$ cat config.mk
export PLATFORM = sky130hd
export DESIGN_NAME = amp_protection_fault_control
export DESIGN_NICKNAME = d
export VERILOG_FILES = /design/src/hdl/amp_prot_pkg.sv /design/src/hdl/hb_guard_if.sv /design/src/hdl/amp_protection_fault_control.sv /design/src/hdl/hb_guard.sv
export VERILOG_INCLUDE_DIRS = /design/src /design/src/hdl
export SDC_FILE = /design/constraint.sdc
export NUM_CORES = 1
export LEC_CHECK = 0
export BUFFER_PORTS_ARGS = -buffer_cell sky130_fd_sc_hd__buf_2
export CELL_PAD_IN_SITES_DETAIL_PLACEMENT = 1
export CELL_PAD_IN_SITES_GLOBAL_PLACEMENT = 2
export CORE_MARGIN = 2
export CORE_UTILIZATION = 30
export DETAILED_ROUTE_END_ITERATION = 16
export PLACE_DENSITY = 0.79
export SKIP_LAST_GASP = 1
export SLEW_MARGIN = 20
export SYNTH_ARGS = -nofsm -noshare
export SYNTH_HDL_FRONTEND = slang
export SYNTH_SLANG_ARGS = --single-unit
$ cat constraint.sdc
create_clock -name clk -period 2.25 [get_ports clk]
set_clock_uncertainty 0.1 [all_clocks]
set_input_delay 0.45 -clock clk [delete_from_list [all_inputs] [get_ports clk]]
set_output_delay 0.45 -clock clk [all_outputs]
set_load 0.01 [all_outputs]
$ cat src/hdl/amp_prot_regs.svh
// Purpose: register map, reset values and timing counts of the protection block
// Assumes: 10 MHz clock, APB with one 32-bit word per register
// Notes:   definitions only
`ifndef AMP_PROT_REGS_SVH
`define AMP_PROT_REGS_SVH

// ****************************************************************
// register offsets and fields
// ****************************************************************
`define CTRL_OFF        12'h000
`define STAT_OFF        12'h004
`define CTRL_RST        3'h0
`define CTRL_MODE_LSB   0
`define CTRL_MODE_MSB   1
`define CTRL_SLAVE_BIT  2

// ****************************************************************
// timing
// ****************************************************************
`define CLK_PERIOD_NS   100
`define CLIP_PULSE_NS   500
`define CLIP_PULSE_CYC  ((`CLIP_PULSE_NS + `CLK_PERIOD_NS - 1) / `CLK_PERIOD_NS)
`define INJECT_EVERY    4
`define FLIP_EVERY      3

`endif

$ cat src/hdl/amp_prot_pkg.sv
// Purpose: shared types of the protection block
// Assumes: nothing
// Notes:   numbers live in amp_prot_regs.svh
package amp_prot_pkg;
	// output configuration
	typedef enum logic [1:0] {
		MODE_BRIDGED  = 2'b00,
		MODE_PAR_BRG  = 2'b01,
		MODE_SINGLE   = 2'b10,
		MODE_MIXED    = 2'b11
	} out_mode_e;

	// startup pin short check
	typedef enum logic [2:0] {
		CHK_WAIT = 3'b000,
		CHK_GND  = 3'b001,
		CHK_SUP  = 3'b010,
		CHK_HOLD = 3'b011,
		CHK_DONE = 3'b100
	} chk_state_e;
endpackage : amp_prot_pkg

$ cat src/hdl/hb_guard_if.sv
// Purpose: carrier between the top and one half-bridge guard
// Assumes: single clock domain
// Notes:   one instance per half bridge
`timescale 1ns/1ps
`default_nettype none
interface hb_guard_if;
	logic frame_tick;  // start of a switching frame
	logic oc_event;    // overcurrent seen this cycle
	logic dc_force;    // dc imbalance steps counter up each cycle to max
	logic clr;         // clear overload latch
	logic flip;        // half-bridge state flip
	logic limiting;    // cycle limiting active
	logic trip;        // overload latched
	modport top   (output frame_tick, oc_event, dc_force, clr, input flip, limiting, trip);
	modport guard (input frame_tick, oc_event, dc_force, clr, output flip, limiting, trip);
endinterface : hb_guard_if
`default_nettype wire

$ cat src/hdl/amp_protection_fault_control.sv
// Purpose: protection and fault control of a four half-bridge power stage
// Assumes: pin inputs asynchronous, rst is the power-on reset
// Notes:
//
// The register offsets and the APB interface to the registers were chosen for this implementation.
`timescale 1ns/1ps
`default_nettype none
`include "amp_prot_regs.svh"
module amp_protection_fault_control
	import amp_prot_pkg::*;
#(
	parameter int FRAME_CYC  = 25,
	parameter int CHK_CYC    = 64,
	parameter int RAMP_CYC   = 32,
	parameter int EXT_TO_CYC = 40,
	parameter int OVL_MAX    = 16
) (
	input  wire logic        clk,
	input  wire logic        rst,
	input  wire logic        psel,
	input  wire logic        penable,
	input  wire logic        pwrite,
	input  wire logic [11:0] paddr,
	input  wire logic [31:0] pwdata,
	output logic      [31:0] prdata,
	output logic             pready,
	output logic             pslverr,
	input  wire logic        reset_pin_n,
	input  wire logic        heat_warning,
	input  wire logic        heat_shutdown,
	input  wire logic        supply_low_guard,
	input  wire logic        por_low,
	input  wire logic [3:0]  boot_cap_low,
	input  wire logic [3:0]  over_current,
	input  wire logic [3:0]  clip_saturated,
	input  wire logic [1:0]  dc_imbalance,
	input  wire logic [3:0]  short_to_gnd,
	input  wire logic [3:0]  short_to_supply,
	input  wire logic        ext_switch_clock,
	output logic             fault_n_out,
	output logic             fault_n_oe,
	output logic             clip_heat_warn_n_out,
	output logic             clip_heat_warn_n_oe,
	output logic [3:0]       hb_hiz,
	output logic [3:0]       hb_high_off,
	output logic [3:0]       hb_flip,
	output logic [3:0]       inject_pulse,
	output logic [3:0]       pulldown_en,
	output logic             ramp_down,
	output logic             chk_gnd_test,
	output logic             chk_sup_test
);
	localparam int FW = $clog2(FRAME_CYC);
	localparam int KW = $clog2(CHK_CYC + 1);
	localparam int RW = $clog2(RAMP_CYC + 1);
	localparam int EW = $clog2(EXT_TO_CYC + 1);
	localparam int PW = $clog2(`CLIP_PULSE_CYC + 1);

	initial begin
		if (FRAME_CYC < 4 || CHK_CYC < 1 || RAMP_CYC < 1 || EXT_TO_CYC < 2)
			$error("timing parameters out of range");
	end

	// ****************************************************************
	// pin synchronisers
	// ****************************************************************
	localparam int SN = 28;
	// reset pin bit rests released and power-on bit rests asserted: no false reset
	// edge after reset, and the check waits for a real supply reading
	localparam logic [SN-1:0] SYNC_IDLE = {1'b1, 3'h0, 1'b1, 23'h00_0000};
	logic [SN-1:0] pin_raw;
	logic [SN-1:0] s1_ff;
	logic [SN-1:0] s2_ff;
	assign pin_raw = {reset_pin_n, heat_warning, heat_shutdown, supply_low_guard, por_low,
		boot_cap_low, over_current, clip_saturated, dc_imbalance, short_to_gnd,
		short_to_supply, ext_switch_clock};

	// two stages; only the second is read
	always_ff @(posedge clk) begin
		if (rst) begin
			s1_ff <= SYNC_IDLE;
			s2_ff <= SYNC_IDLE;
		end else begin
			s1_ff <= pin_raw;
			s2_ff <= s1_ff;
		end
	end

	logic       rpin;
	logic       hwarn;
	logic       hshut;
	logic       slow;
	logic       por_s;
	logic [3:0] bootl;
	logic [3:0] oc_s;
	logic [3:0] sat_s;
	logic [1:0] dci_s;
	logic [3:0] sg_s;
	logic [3:0] ss_s;
	logic       eclk_s;
	assign {rpin, hwarn, hshut, slow, por_s, bootl, oc_s, sat_s, dci_s, sg_s, ss_s,
		eclk_s} = s2_ff;

	// ****************************************************************
	// apb registers
	// ****************************************************************
	logic [2:0] ctrl_ff;
	out_mode_e  mode;
	logic       slave_mode;
	logic [31:0] status;
	assign mode       = out_mode_e'(ctrl_ff[`CTRL_MODE_MSB:`CTRL_MODE_LSB]);
	assign slave_mode = ctrl_ff[`CTRL_SLAVE_BIT];
	assign pready     = 1'b1;

	// control word write
	always_ff @(posedge clk) begin
		if (rst)
			ctrl_ff <= `CTRL_RST;
		else if (psel && penable && pwrite && paddr == `CTRL_OFF)
			ctrl_ff <= pwdata[2:0];
	end

	// read data and error; unmapped reads as zero with error
	always_ff @(posedge clk) begin
		if (rst) begin
			prdata  <= 32'h0000_0000;
			pslverr <= 1'b0;
		end else if (psel && !penable) begin
			pslverr <= !(paddr == `CTRL_OFF || paddr == `STAT_OFF);
			if (paddr == `CTRL_OFF)
				prdata <= {29'h0000_0000, ctrl_ff};
			else if (paddr == `STAT_OFF)
				prdata <= status;
			else
				prdata <= 32'h0000_0000;
		end
	end

	// ****************************************************************
	// frame divider
	// ****************************************************************
	logic [FW-1:0] fdiv_ff;
	logic [1:0]    fnum_ff;
	logic          frame_tick;
	assign frame_tick = (fdiv_ff == FW'(FRAME_CYC - 1));

	always_ff @(posedge clk) begin
		if (rst) begin
			fdiv_ff <= '0;
			fnum_ff <= 2'h0;
		end else begin
			fdiv_ff <= frame_tick ? '0 : fdiv_ff + 1'b1;
			if (frame_tick)
				fnum_ff <= fnum_ff + 2'h1;
		end
	end

	// ****************************************************************
	// startup pin short check
	// ****************************************************************
	chk_state_e     chk_ff;
	chk_state_e     chk_ret_ff;
	logic [KW-1:0]  ctim_ff;
	logic           chk_busy;
	logic           chk_done;
	assign chk_busy = (chk_ff != CHK_DONE);
	assign chk_done = (ctim_ff == KW'(CHK_CYC));

	always_ff @(posedge clk) begin
		if (rst) begin
			chk_ff     <= CHK_WAIT;
			chk_ret_ff <= CHK_GND;
			ctim_ff    <= '0;
		end else begin
			case (chk_ff)
				CHK_WAIT: begin
					if (!por_s)
						chk_ff <= (mode == MODE_SINGLE) ? CHK_DONE : CHK_GND;
					ctim_ff <= '0;
				end
				CHK_GND: begin
					ctim_ff <= ctim_ff + 1'b1;
					if (sg_s != 4'h0) begin
						chk_ret_ff <= CHK_GND;
						chk_ff     <= CHK_HOLD;
					end else if (chk_done) begin
						chk_ff  <= CHK_SUP;
						ctim_ff <= '0;
					end
				end
				CHK_SUP: begin
					ctim_ff <= ctim_ff + 1'b1;
					if (ss_s != 4'h0) begin
						chk_ret_ff <= CHK_SUP;
						chk_ff     <= CHK_HOLD;
					end else if (chk_done) begin
						chk_ff <= CHK_DONE;
					end
				end
				CHK_HOLD: begin
					ctim_ff <= '0;
					if (sg_s == 4'h0 && ss_s == 4'h0)
						chk_ff <= chk_ret_ff;
				end
				CHK_DONE: chk_ff <= CHK_DONE;
				default:  chk_ff <= CHK_WAIT;
			endcase
		end
	end

	// ****************************************************************
	// reset pin handling
	// ****************************************************************
	// reset pin ignored while checking
	logic          rpin_eff;
	logic          rpin_d_ff;
	logic          rpin_rise;
	logic [RW-1:0] ramp_ff;
	assign rpin_eff  = chk_busy ? 1'b1 : rpin;
	assign rpin_rise = rpin_eff && !rpin_d_ff;

	always_ff @(posedge clk) begin
		if (rst)
			rpin_d_ff <= 1'b1;
		else
			rpin_d_ff <= rpin_eff;
	end

	always_ff @(posedge clk) begin
		if (rst || rpin_eff)
			ramp_ff <= '0;
		else if (ramp_ff != RW'(RAMP_CYC))
			ramp_ff <= ramp_ff + 1'b1;
	end
	assign ramp_down = !rpin_eff && (ramp_ff != RW'(RAMP_CYC));

	// ****************************************************************
	// global faults
	// ****************************************************************
	logic heat_latch_ff;
	logic ext_lost;

	always_ff @(posedge clk) begin
		if (rst || !rpin_eff)
			heat_latch_ff <= 1'b0;
		else if (hshut)
			heat_latch_ff <= 1'b1;
	end

	logic          eclk_d_ff;
	logic [EW-1:0] eto_ff;
	always_ff @(posedge clk) begin
		if (rst) begin
			eclk_d_ff <= 1'b0;
			eto_ff    <= '0;
		end else begin
			eclk_d_ff <= eclk_s;
			if (!slave_mode || (eclk_s && !eclk_d_ff))
				eto_ff <= '0;
			else if (eto_ff != EW'(EXT_TO_CYC))
				eto_ff <= eto_ff + 1'b1;
		end
	end
	assign ext_lost = slave_mode && (eto_ff == EW'(EXT_TO_CYC));

	// ****************************************************************
	// half-bridge guards
	// ****************************************************************
	hb_guard_if gi [4] ();
	logic [3:0] trip;
	logic [3:0] lim;
	logic [3:0] flip_w;
	logic       dc_on;
	// dc protection only in bridged and mixed modes, not parallel bridged
	assign dc_on = (mode == MODE_BRIDGED) || (mode == MODE_MIXED);

	genvar i;
	generate
		for (i = 0; i < 4; i++) begin : g_hb
			assign gi[i].frame_tick = frame_tick;
			assign gi[i].oc_event   = oc_s[i];
			assign gi[i].dc_force   = dc_on && dci_s[i/2] && !(mode == MODE_MIXED && i >= 2);
			// power-on reset and reset rise clear
			assign gi[i].clr        = por_s || rpin_rise;
			assign trip[i]          = gi[i].trip;
			assign lim[i]           = gi[i].limiting;
			assign flip_w[i]        = gi[i].flip;
			hb_guard #(.OVL_MAX(OVL_MAX)) u_guard (
				.clk (clk),
				.rst (rst),
				.g   (gi[i])
			);
		end
	endgenerate

	// spread a trip over its channel
	logic [3:0] chan_off;
	always_comb begin
		case (mode)
			MODE_PAR_BRG: chan_off = {4{|trip}};
			MODE_SINGLE:  chan_off = trip;
			MODE_MIXED:   chan_off = {trip[3:2], {2{|trip[1:0]}}};
			default:      chan_off = {{2{|trip[3:2]}}, {2{|trip[1:0]}}};
		endcase
	end

	// ****************************************************************
	// bridge outputs
	// ****************************************************************
	logic global_off;
	assign global_off = heat_latch_ff || slow || por_s || ext_lost || chk_busy
		|| (!rpin_eff && !ramp_down);

	always_ff @(posedge clk) begin
		if (rst) begin
			hb_hiz       <= 4'hf;
			hb_high_off  <= 4'h0;
			hb_flip      <= 4'h0;
			inject_pulse <= 4'h0;
			pulldown_en  <= 4'h0;
		end else begin
			hb_hiz      <= {4{global_off}} | chan_off;
			hb_high_off <= bootl;
			hb_flip     <= flip_w & ~chan_off;
			inject_pulse <= (sat_s | lim) & {4{frame_tick && fnum_ff == 2'(`INJECT_EVERY - 1)}}
				& ~chan_off & {4{!global_off}};
			pulldown_en <= {4{!rpin_eff}};
		end
	end

	// ****************************************************************
	// reporting pins
	// ****************************************************************
	logic [PW-1:0] cpul_ff;
	// clip pulse at each saturated frame
	always_ff @(posedge clk) begin
		if (rst)
			cpul_ff <= '0;
		else if (frame_tick && (|sat_s))
			cpul_ff <= PW'(`CLIP_PULSE_CYC);
		else if (cpul_ff != '0)
			cpul_ff <= cpul_ff - 1'b1;
	end

	logic fault_low;
	// any reported fault; reset low releases
	assign fault_low = chk_busy || (rpin_eff && (heat_latch_ff || (|trip) || slow || por_s));

	// open drain, driven only when low
	always_ff @(posedge clk) begin
		if (rst) begin
			fault_n_oe          <= 1'b0;
			clip_heat_warn_n_oe <= 1'b0;
		end else begin
			fault_n_oe          <= fault_low;
			clip_heat_warn_n_oe <= hwarn || (cpul_ff != '0);
		end
	end
	assign fault_n_out          = 1'b0;
	assign clip_heat_warn_n_out = 1'b0;
	assign chk_gnd_test         = (chk_ff == CHK_GND);
	assign chk_sup_test         = (chk_ff == CHK_SUP);

	// status word
	assign status = {15'h0000, chk_ff, lim, trip, ext_lost, por_s, slow, heat_latch_ff,
		hwarn, fault_low};
endmodule : amp_protection_fault_control
`default_nettype wire

$ cat src/hdl/hb_guard.sv
// Purpose: per half-bridge overload counter and cycle current limiting
// Assumes: frame_tick is a one-cycle enable
// Notes:   trip stays latched until clr
`timescale 1ns/1ps
`default_nettype none
module hb_guard #(
	parameter int OVL_MAX = 16
) (
	input  wire logic  clk,
	input  wire logic  rst,
	hb_guard_if.guard  g
);
	localparam int CW = $clog2(OVL_MAX + 1);
	localparam logic [CW-1:0] CMAX = CW'(OVL_MAX);

	initial begin
		if (OVL_MAX < 2) $error("OVL_MAX must be at least 2");
	end

	logic [CW-1:0] cnt_ff;
	logic          oc_seen_ff;
	logic          trip_ff;
	logic          flip_ff;
	logic [1:0]    phase_ff;
	logic          lim_ff;

	// ****************************************************************
	// overload counter
	// ****************************************************************
	// up on overcurrent frame
	always_ff @(posedge clk) begin
		if (rst || g.clr) begin
			cnt_ff     <= '0;
			oc_seen_ff <= 1'b0;
		end else if (g.dc_force) begin
			cnt_ff     <= (cnt_ff == CMAX) ? cnt_ff : cnt_ff + 1'b1;
			oc_seen_ff <= 1'b0;
		end else if (g.frame_tick) begin
			if (oc_seen_ff || g.oc_event)
				cnt_ff <= (cnt_ff == CMAX) ? cnt_ff : cnt_ff + 1'b1;
			else if (cnt_ff != '0)
				cnt_ff <= cnt_ff - 1'b1;
			oc_seen_ff <= 1'b0;
		end else if (g.oc_event) begin
			oc_seen_ff <= 1'b1;
		end
	end

	always_ff @(posedge clk) begin
		if (rst || g.clr)
			trip_ff <= 1'b0;
		else if (cnt_ff == CMAX)
			trip_ff <= 1'b1;
	end

	// ****************************************************************
	// cycle by cycle limiting
	// ****************************************************************
	// frame phase so flips happen at a third of the frame rate
	always_ff @(posedge clk) begin
		if (rst)
			phase_ff <= 2'h0;
		else if (g.frame_tick)
			phase_ff <= (phase_ff == 2'(`FLIP_EVERY - 1)) ? 2'h0 : phase_ff + 2'h1;
	end

	always_ff @(posedge clk) begin
		if (rst) begin
			flip_ff <= 1'b0;
		end else if (g.frame_tick) begin
			flip_ff <= 1'b0;  // flip clears at next frame
		end else if (g.oc_event && phase_ff == 2'h0) begin
			flip_ff <= 1'b1;
		end
	end

	// limiting flag self-clears after a quiet frame, reported in the status word
	always_ff @(posedge clk) begin
		if (rst)
			lim_ff <= 1'b0;
		else if (g.oc_event)
			lim_ff <= 1'b1;
		else if (g.frame_tick && !oc_seen_ff)
			lim_ff <= 1'b0;
	end

	assign g.trip     = trip_ff;
	assign g.flip     = flip_ff;
	assign g.limiting = lim_ff;
endmodule : hb_guard
`default_nettype wire

==> metrics, run 1 <==
Worst R2R Setup Slack 140 ps; HP Start por_low; worst r2r path cells 8; CP bufs+invs 2; number of top-level pins 138; outcome finished, final reports clean; worst hold path type in2reg; gr ovfl total 0; post-route clock period utilization 95.5%; die height 159 microns; Util after Layout 37.3%; DP Area 0.00814 sq mm; fill cell count 2807; worst-path cell chain nor2_1, buf_4, nand3_1, nor2_1, buf_2; CTS max path bufs 2; hold_buf cts 0; Remaining DRCs 0; GPL Wtd Cong 0.775; Hold EP s1_ff[23]$_SDFF_PP1_; CP max stage delay 410 ps; crit path time final 2150 ps; area grow syn2layout 21.7%; Final Instance Area 0.00877 sq mm; clock latency on the worst-skew pair 430 ps; EDFF count, synth 0; PortBufs 90; hold_ws 97.2 ps; number of global-route vias before repair 5818; unrepaired setup endpoints after global routing no; Mapped Area 0.00721 sq mm; Setup crit end kind primary output; total vias in the final route 5707; Num CTS Buffers 17; Worst EP required 1700 ps; Crit path depth 5; layout cells sized above 1 21.3%; Seq/Total Area, Yosys 49.2%; r2r endpoint g_hb[2].u_guard.cnt_ff[2]$_SDFFE_PP0P_; leakage power 3.67 nW; YS warnings 0; Starting Density 30.6%; Slew @ Worst Pin 899 ps; Initial DRC Count 240; final setup violation count 0; Core Region 0.0235 sq mm; Reg clk slew, reported paths 70 ps; CP top delay family simple AND/OR/NAND/NOR gates; WL final 18200 microns; Avg WL per Cell 14.9 microns; VDD IR max 0.421 mV; Sink Count 177; Startpoint Class flip-flop; async set or reset register ratio after synthesis 0%; PD cells 807 mW/mm^2; crit path max-delay cell type dfxtp_1; critical path class reg2out; largest net degree at the start of global routing 36; Slew HR 39.3%; antenna violations before repair 0; Hold Crit Depth 2; Global Route Usage Sum 14.7%; Hold Fails Final Rpt 0; DRT antenna net count 0; first-pass GRT wire length 30000 microns; row count 56; Final Max Slew Viols 0; CTS H-tree depth 4; Via density 4.66; first-pass iteration count of the detailed router 4; MaxCap Viol Count 0; Yosys reg bits 177; WP data arrival 1600 ps; worst-path fanout max 11; Most used DFF post-synth dfxtp_1; Gate Count Post-Synth 777; diode count 0; most used cell, CP nor2_1; CTS tree done; FMAX 465 MHz; Clock Tree Root clkbuf_16; die area 0.0253 sq mm; Avg Cell Area, Syn 9.28 sq um; die width 159 microns; FF-to-FF Start ctrl_ff[1]$_SDFFE_PP0P_; post-synth cell types 66; Layout Nets 992; HPWL after DPL 13500 microns
placed cells by master, fill, tap and decap left out, types with 18 or more instances in the layout:
| master | netlist | layout |
|---|---|---|
| dfxtp_1 | 177 | 176 |
| buf_2 | 8 | 89 |
| nor2_1 | 86 | 86 |
| nor2b_1 | 62 | 62 |
| nand2_1 | 46 | 46 |
| buf_4 | 21 | 43 |
| a21oi_1 | 42 | 42 |
| inv_1 | 34 | 34 |
| nor3_1 | 34 | 32 |
| o21ai_0 | 25 | 25 |
| nand3_1 | 23 | 23 |
| ha_1 | 23 | 21 |
| xnor2_1 | 18 | 18 |
| conb_1 | 2 | 18 |
how the worst max path moves through the flow:
stage | startpoint | endpoint | slack (ps)
floorplan | ctrl_ff[0]$_SDFFE_PP0P_ | g_hb[3].u_guard.cnt_ff[4]$_SDFFE_PP0P_ | 5
global placement | ctrl_ff[1]$_SDFFE_PP0P_ | g_hb[3].u_guard.cnt_ff[4]$_SDFFE_PP0P_ | 50
detailed placement | ctrl_ff[1]$_SDFFE_PP0P_ | g_hb[2].u_guard.cnt_ff[2]$_SDFFE_PP0P_ | 30
CTS | ramp_ff[0]$_SDFFE_PP0P_ | inject_pulse[2]$_SDFF_PP0_ | -60
global route | chk_ff[1]$_SDFFE_PP0P_ | ramp_down | 10
finish | chk_ff[1]$_SDFFE_PP0P_ | ramp_down | 100
cell families (layout without fill, tap and decap cells):
family | count (synthesis) | in the layout | share of synthesized area (%)
muxes | 10 | 10 | 1.42
adders and majority gates | 23 | 23 | 3.99
DFF | 177 | 177 | 49.2
xor gates and xnor gates | 27 | 27 | 3.28
other | 2 | 18 | 0.104
and+or+nand+nor | 314 | 314 | 22.7
AOI/OAI and AO/OA | 138 | 138 | 13.5
buffers and inverters | 86 | 198 | 5.81
sequential cells by signal, indices dropped and copies added, names as in the netlist, 5 cells and up:
register	flops
fdiv_ff	5
eto_ff	6
prdata	17
s1_ff	28
ramp_ff	6
g_hb.u_guard.cnt_ff	20
g_hb.u_guard.phase_ff	8
s2_ff	28
ctim_ff	7
power by group:
group	total [mW]	internal (mW)	switching, mW
clock	2.91	1.49	1.42
sequential	3.34	3.26	0.0822
combinational	0.822	0.372	0.449
cells in the mapped netlist (6+ instances only):
master    count  area, sq um
dfxtp_1     177         3540
nor2_1       86          323
nor2b_1      62          388
nand2_1      46          173
a21oi_1      42          210
inv_1        34          128
nor3_1       34          170
o21ai_0      25          125
ha_1         23          288
nand3_1      23          115
buf_4        21          158
clkbuf_1     21         78.8
xnor2_1      18          158
a22o_1       13          114
and2_1       10         62.6
xor2_1        9         78.8
and3_1        8         50.1
buf_2         8         40.0
mux2i_1       8         80.1
nand2b_1      6         37.5
nand4_1       6         37.5
o211ai_1      6         45.0
o21a_1        6         45.0
layer usage:
| metal | vias to the layer above | track usage (%) | part of all wire, % | wire [microns] |
|---|---|---|---|---|
| met3 | 19 | 3.10 | 4.3 | 774 |
| met2 | 102 | 23.9 | 46 | 8320 |
| li1 | 2859 | - | - | - |
| met5 | - | 0 | 0 | 0 |
| met4 | 0 | 4.63 | 1.6 | 289 |
| met1 | 2727 | 19.5 | 48 | 8800 |
repair_timing:
item                                    CTS  global route
pin swaps                                 1             1
setup buffers                             1             0
endpoints found under the setup margin    3             9
resized for setup                         1             5
cell type report:
type / count / area, sq um / area share [%]
Inverter: 34 / 128 / 1.46
Tap cell: 319 / 399 / 4.55
Sequential cell: 177 / 3540 / 40.4
Multi-Input combinational cell: 530 / 3340 / 38.1
Timing Repair Buffer: 132 / 768 / 8.76
Clock buffer: 17 / 425 / 4.85
Clock inverter: 15 / 161 / 1.84
metrics by stage:
step                std cells  setup WS, ps  total power [mW]  TNS, ps
CTS                      1224         -60.0              7.19     -217
global route             1224          9.95              7.42        0
global placement         1191          46.7              4.22        0
detailed placement       1191          25.9              4.24        0
finish                   1224           101              7.08        0
floorplan                 793          5.15              3.98        0
Power figures use the tool's default switching activity.
==> inputs of run 2 (changes only) <==
--- a/config.mk
+++ b/config.mk
@@ -9,9 +9,10 @@
 export BUFFER_PORTS_ARGS = -buffer_cell sky130_fd_sc_hd__buf_2
 export CELL_PAD_IN_SITES_DETAIL_PLACEMENT = 1
 export CELL_PAD_IN_SITES_GLOBAL_PLACEMENT = 2
-export CORE_MARGIN = 2
+export CORE_MARGIN = 8
 export CORE_UTILIZATION = 30
 export DETAILED_ROUTE_END_ITERATION = 16
+export GPL_ROUTABILITY_DRIVEN = 0
 export PLACE_DENSITY = 0.79
 export SKIP_LAST_GASP = 1
 export SLEW_MARGIN = 20
==> run 2 against run 1 <==
Wire length increased by 4.7%. Sequential power about the same. Largest power group unchanged. Via count increased by 0.75%. Critical path type unchanged. Non-clock buffer count increased by 2. Critical endpoint unchanged.
==> metrics, run 2 (synthesized netlist as in run 1, its figures left out) <==
final setup violation count 0 (unchanged); Clock Tree Root clkbuf_16; row count 56 (unchanged); CTS H-tree depth 4 (unchanged); Remaining DRCs 0 (unchanged); diode count 0 (unchanged); worst hold path type in2reg; Sink Count 177 (unchanged); Worst EP required 1700 ps (about the same); MaxCap Viol Count 0 (unchanged); commonest non-fill, non-tap cell in the layout dfxtp_1; number of global-route vias before repair 5828 (+0.17%); worst-path cell chain inv_2, ha_4, nand2_2, nor4_4, buf_4, nor2_1, buf_2; layout cells sized above 1 21.8% (+0.50 points); outcome finished, final reports clean; Regs by FF count s1_ff (28), s2_ff (28), g_hb.u_guard.cnt_ff (20); crit path max-delay cell type dfxtp_2; Reg clk slew, reported paths 70 ps (about the same); Via density 4.69 (+0.59%); Core Region 0.0235 sq mm (unchanged); die width 171 microns (+7.5%); WP data arrival 1630 ps (+30 ps); die area 0.0292 sq mm (+16%); post-route clock period utilization 96.8% (+1.3 points); Slew @ Worst Pin 920 ps (+21.0 ps); DP Area 0.00813 sq mm (-0.15%); first-pass iteration count of the detailed router 4 (unchanged); crit path time final 2180 ps (+29.6 ps); worst-path fanout max 5 (-6); Setup crit end kind primary output; Final Instance Area 0.00884 sq mm (+0.84%); FMAX 459 MHz (-1.4%); CP top delay family buffers and inverters; number of top-level pins 138 (unchanged); Total Power 7.30 mW (+3.2%); DRT antenna net count 0 (unchanged); leakage power 3.71 nW (+1.2%); antenna violations before repair 0 (unchanged); FF-to-FF Start ctrl_ff[1]$_SDFFE_PP0P_; CTS tree done; PortBufs 90 (unchanged); Num CTS Buffers 17 (unchanged); Avg WL per Cell 15.5 microns (+4.5%); gr ovfl total 0 (unchanged); Slew HR 37.8% (-1.4 points); hold_buf cts 0 (unchanged); Initial DRC Count 193 (-20%); critical path class reg2out; Layout Nets 994 (+0.20%); CP startpoint ramp_ff[0]$_SDFFE_PP0P_; HP Start por_low; CP bufs+invs 3 (+1); Global Route Usage Sum 13.2% (-1.5 points); largest net degree at the start of global routing 65 (+81%); PD cells 825 mW/mm^2 (+2.3%); WL final 19000 microns (+4.7%); CP max stage delay 320 ps (-90 ps); VDD IR max 0.517 mV (+23%); Starting Density 30.6% (unchanged); die height 171 microns (+7.5%); HPWL after DPL 13800 microns (+2.3%); Hold Fails Final Rpt 0 (unchanged); area grow syn2layout 22.7%; Startpoint Class flip-flop; total vias in the final route 5750 (+0.75%); first-pass GRT wire length 30400 microns (+1.4%); clock latency on the worst-skew pair 430 ps (about the same); Final Max Slew Viols 0 (unchanged); most frequent cells in the layout dfxtp_1, buf_2, nor2_1; CTS max path bufs 2 (unchanged)
## run 2: changes by cell type in the layout (fill, tap and decap cells not counted), moves of 3 or more
cell       change
inv_6          +3
clkinv_2       +3
inv_8          -7
clkbuf_8       +3
bufinv_16      +3
nand2_1        -3
## run 2: area by class of cell
cell class	count	area [sq um]
tap	319	399
sequential	177	3550
timing repair buffer	134	808
inverter	34	128
clock inverter	11	149
multi-input combinational	530	3340
fill	2780	14700
clock buffer	21	470
## run 2: path summary, 6_finish.rpt
kind                                            end  slack (ps)  cells after the start
max                                       ramp_down          70                      7
max reg2reg  g_hb[3].u_guard.cnt_ff[4]$_SDFFE_PP0P_          90                      7
min reg2reg                    s2_ff[23]$_SDFF_PP1_         320                      1
min                            s1_ff[23]$_SDFF_PP1_         100                      2
## run 2: layer usage
| layer | global-route usage (%) | vias to the layer above | share of wire [%] | wire [microns] |
|---|---|---|---|---|
| li1 | - | 2860 | - | - |
| met1 | 16.9 | 2770 | 48 | 9120 |
| met2 | 21.4 | 107 | 46 | 8770 |
| met3 | 3.30 | 13 | 5.0 | 947 |
| met4 | 4.12 | 0 | 1.1 | 206 |
| met5 | 0 | - | 0 | 0 |
## run 2: worst reg2reg max path: cells and delay by family, from the launching register on
kind | cells | cell delay, ps
AOI/OAI and AO/OA | 1 | 140
muxes | 1 | 330
adders and majority gates | 1 | 300
and+or+nand+nor | 3 | 840
DFF | 1 | 330
buffers and inverters | 1 | 50
## run 2: what timing repair did
item	in CTS	in global routing
hold endpoints to repair	0	0
pin swaps	0	2
resized for setup	0	12
gates cloned	0	0
setup endpoints to repair	1	12
buffers inserted	0	8
## run 2: metrics by stage
stage | instances | setup slack, ps | utilization [%] | TNS (ps) | hold slack [ps]
6_report | 1226 | 71.0 | 37.6 | 0 | 104
3_3_place_gp | 1186 | 43.7 | 34.5 | 0 | 301
5_1_grt | 1226 | -34.8 | 37.6 | -34.8 | 81.8
2_1_floorplan | 793 | 5.15 | - | 0 | 289
4_1_cts | 1218 | -3.09 | 37.2 | -3.09 | 82.9
3_5_place_dp | 1186 | 19.4 | 34.5 | 0 | 309
## run 2: power breakdown
| group | switching, mW | total (mW) | leakage, nW | internal, mW |
|---|---|---|---|---|
| logic | 0.477 | 0.853 | 1.96 | 0.377 |
| clock network | 1.26 | 3.11 | 0.309 | 1.85 |
| registers | 0.0757 | 3.34 | 1.44 | 3.26 |
| total | 1.81 | 7.30 | 3.71 | 5.49 |
==> inputs of run 3 (changes only) <==
--- a/config.mk
+++ b/config.mk
@@ -14,6 +14,7 @@
 export DETAILED_ROUTE_END_ITERATION = 16
 export GPL_ROUTABILITY_DRIVEN = 0
 export PLACE_DENSITY = 0.79
+export RECOVER_POWER = 50
 export SKIP_LAST_GASP = 1
 export SLEW_MARGIN = 20
 export SYNTH_ARGS = -nofsm -noshare
==> run 3 against run 2 <==
Combinational power shrank 2%. Clock power is essentially flat. Total power shrank 0.26%. Via count shrank 0.37%. Die area is the same. First-iteration DRC count shrank 3.1%. Cell count is the same.
==> metrics, run 3 (synthesized netlist as in run 1, its figures left out) <==
Worst R2R Setup Slack 90 ps (about the same); Clock Tree Root clkbuf_16; first-pass GRT wire length 30400 microns (unchanged); CTS H-tree depth 4 (unchanged); layout cells sized above 1 17.9% (-4.0 points); CTS max path bufs 2 (unchanged); Util after Layout 37.3% (-0.32 points); Regs by FF count s1_ff (28), s2_ff (28), g_hb.u_guard.cnt_ff (20); Worst EP required 1700 ps (about the same); area of the multi-input gates 0.00334 sq mm (unchanged); CTS tree done; PD cells 830 mW/mm^2 (+0.59%); Setup crit end kind primary output; post-route clock period utilization 97.0% (+0.18 points); HP Start por_low; WP data arrival 1630 ps (about the same); most frequent cells in the layout dfxtp_1, nor2_1, nor2b_1; crit path max-delay cell type dfxtp_2; DRT antenna net count 0 (unchanged); Remaining DRCs 0 (unchanged); Num CTS Buffers 17 (unchanged); worst r2r path cells 7 (unchanged); final setup violation count 0 (unchanged); hold_buf cts 0 (unchanged); outcome finished, final reports clean; Initial DRC Count 187 (-3.1%); critical path class reg2out; Hold Crit Depth 2 (unchanged); CP top delay family buffers and inverters; Sink Count 177 (unchanged); Starting Density 30.6% (unchanged); commonest non-fill, non-tap cell in the layout dfxtp_1; number of top-level pins 138 (unchanged); fill cell count 2795 (+0.54%); clock latency on the worst-skew pair 430 ps (about the same); gr ovfl total 0 (unchanged); MaxCap Viol Count 0 (unchanged); CP bufs+invs 3 (unchanged); Startpoint Class flip-flop; die width 171 microns (unchanged); Slew @ Worst Pin 1220 ps (+299 ps); total vias in the final route 5729 (-0.37%); largest net degree at the start of global routing 65 (unchanged); worst hold path type in2reg; Total Power 7.28 mW (-0.26%); FF-to-FF Start ctrl_ff[1]$_SDFFE_PP0P_; die area 0.0292 sq mm (unchanged); crit path time final 2180 ps (+3.98 ps); Slew HR 18.7% (-19 points); number of global-route vias before repair 5828 (unchanged); PortBufs 90 (unchanged); Global Route Usage Sum 13.2% (unchanged); antenna violations before repair 0 (unchanged); r2r endpoint g_hb[3].u_guard.cnt_ff[4]$_SDFFE_PP0P_; WL final 19000 microns (-0.21%); Reg clk slew, reported paths 70 ps (about the same); die height 171 microns (unchanged); Core Region 0.0235 sq mm (unchanged); Reg area 0.00355 sq mm (unchanged); Final Max Slew Viols 0 (unchanged); row count 56 (unchanged); Hold Fails Final Rpt 0 (unchanged); area grow syn2layout 21.7%; worst-path fanout max 5 (unchanged); diode count 0 (unchanged); worst-path cell chain inv_2, ha_4, nand2_2, nor4_4, buf_4, nor2_1, buf_2; first-pass iteration count of the detailed router 5 (+1); Layout Nets 994 (unchanged); FMAX 458 MHz (-0.18%); leakage power 3.57 nW (-3.9%); Avg WL per Cell 15.5 microns (-0.21%); CP max stage delay 320 ps (about the same); Via density 4.67 (-0.37%); VDD IR max 0.519 mV (+0.32%); HPWL after DPL 13800 microns (unchanged); Hold EP s1_ff[23]$_SDFF_PP1_
run 3: layout make-up:
| class | count | area share [%] |
|---|---|---|
| multi-input combinational | 530 | 38.1 |
| sequential | 177 | 40.4 |
| tap | 319 | 4.55 |
| timing repair buffer | 134 | 8.36 |
| inverter | 34 | 1.46 |
| clock buffer | 21 | 5.36 |
| clock inverter | 11 | 1.70 |
run 3: timing repair:
item	4_1_cts	5_1_grt
setup endpoints to repair	1	12
gates resized for setup	0	12
endpoints found under the hold margin	0	0
pin swaps	0	2
setup buffers	0	8
run 3: report_power, final:
part / total (mW) / switching, mW / internal, mW
combinational: 0.834 / 0.476 / 0.357
sequential: 3.34 / 0.0764 / 3.26
clock: 3.11 / 1.26 / 1.85
total: 7.28 / 1.81 / 5.47
run 3: worst max-delay path by stage:
stage,start,end,slack [ps],cells after the start
4_1_cts,ctrl_ff[1]$_SDFFE_PP0P_,g_hb[3].u_guard.cnt_ff[2]$_SDFFE_PP0P_,-3,7
3_5_place_dp,ctrl_ff[1]$_SDFFE_PP0P_,g_hb[3].u_guard.cnt_ff[4]$_SDFFE_PP0P_,20,7
5_1_grt,ramp_ff[0]$_SDFFE_PP0P_,ramp_down,-30,7
2_1_floorplan,ctrl_ff[0]$_SDFFE_PP0P_,g_hb[3].u_guard.cnt_ff[4]$_SDFFE_PP0P_,5,8
6_report,ramp_ff[0]$_SDFFE_PP0P_,ramp_down,70,7
3_3_place_gp,ctrl_ff[1]$_SDFFE_PP0P_,g_hb[3].u_guard.cnt_ff[4]$_SDFFE_PP0P_,40,7
run 3: layer usage:
metal	part of all wire (%)	vias to the layer above	track usage (%)
met5	0	-	0
met4	0.83	0	4.12
met3	4.7	7	3.30
met2	47	100	21.4
met1	48	2764	16.9
li1	-	2858	-
run 3: through the flow:
stage	worst slack (ps)	hold slack (ps)	TNS (ps)	area, sq um	std cells
final	67.0	99.9	0	8770	1226
after global routing	-34.8	81.8	-34.8	8770	1226
after CTS	-3.09	82.9	-3.09	8750	1218
after detailed placement	19.4	309	0	8130	1186
after global placement	43.7	301	0	8130	1186
after floorplan	5.15	289	0	7280	793
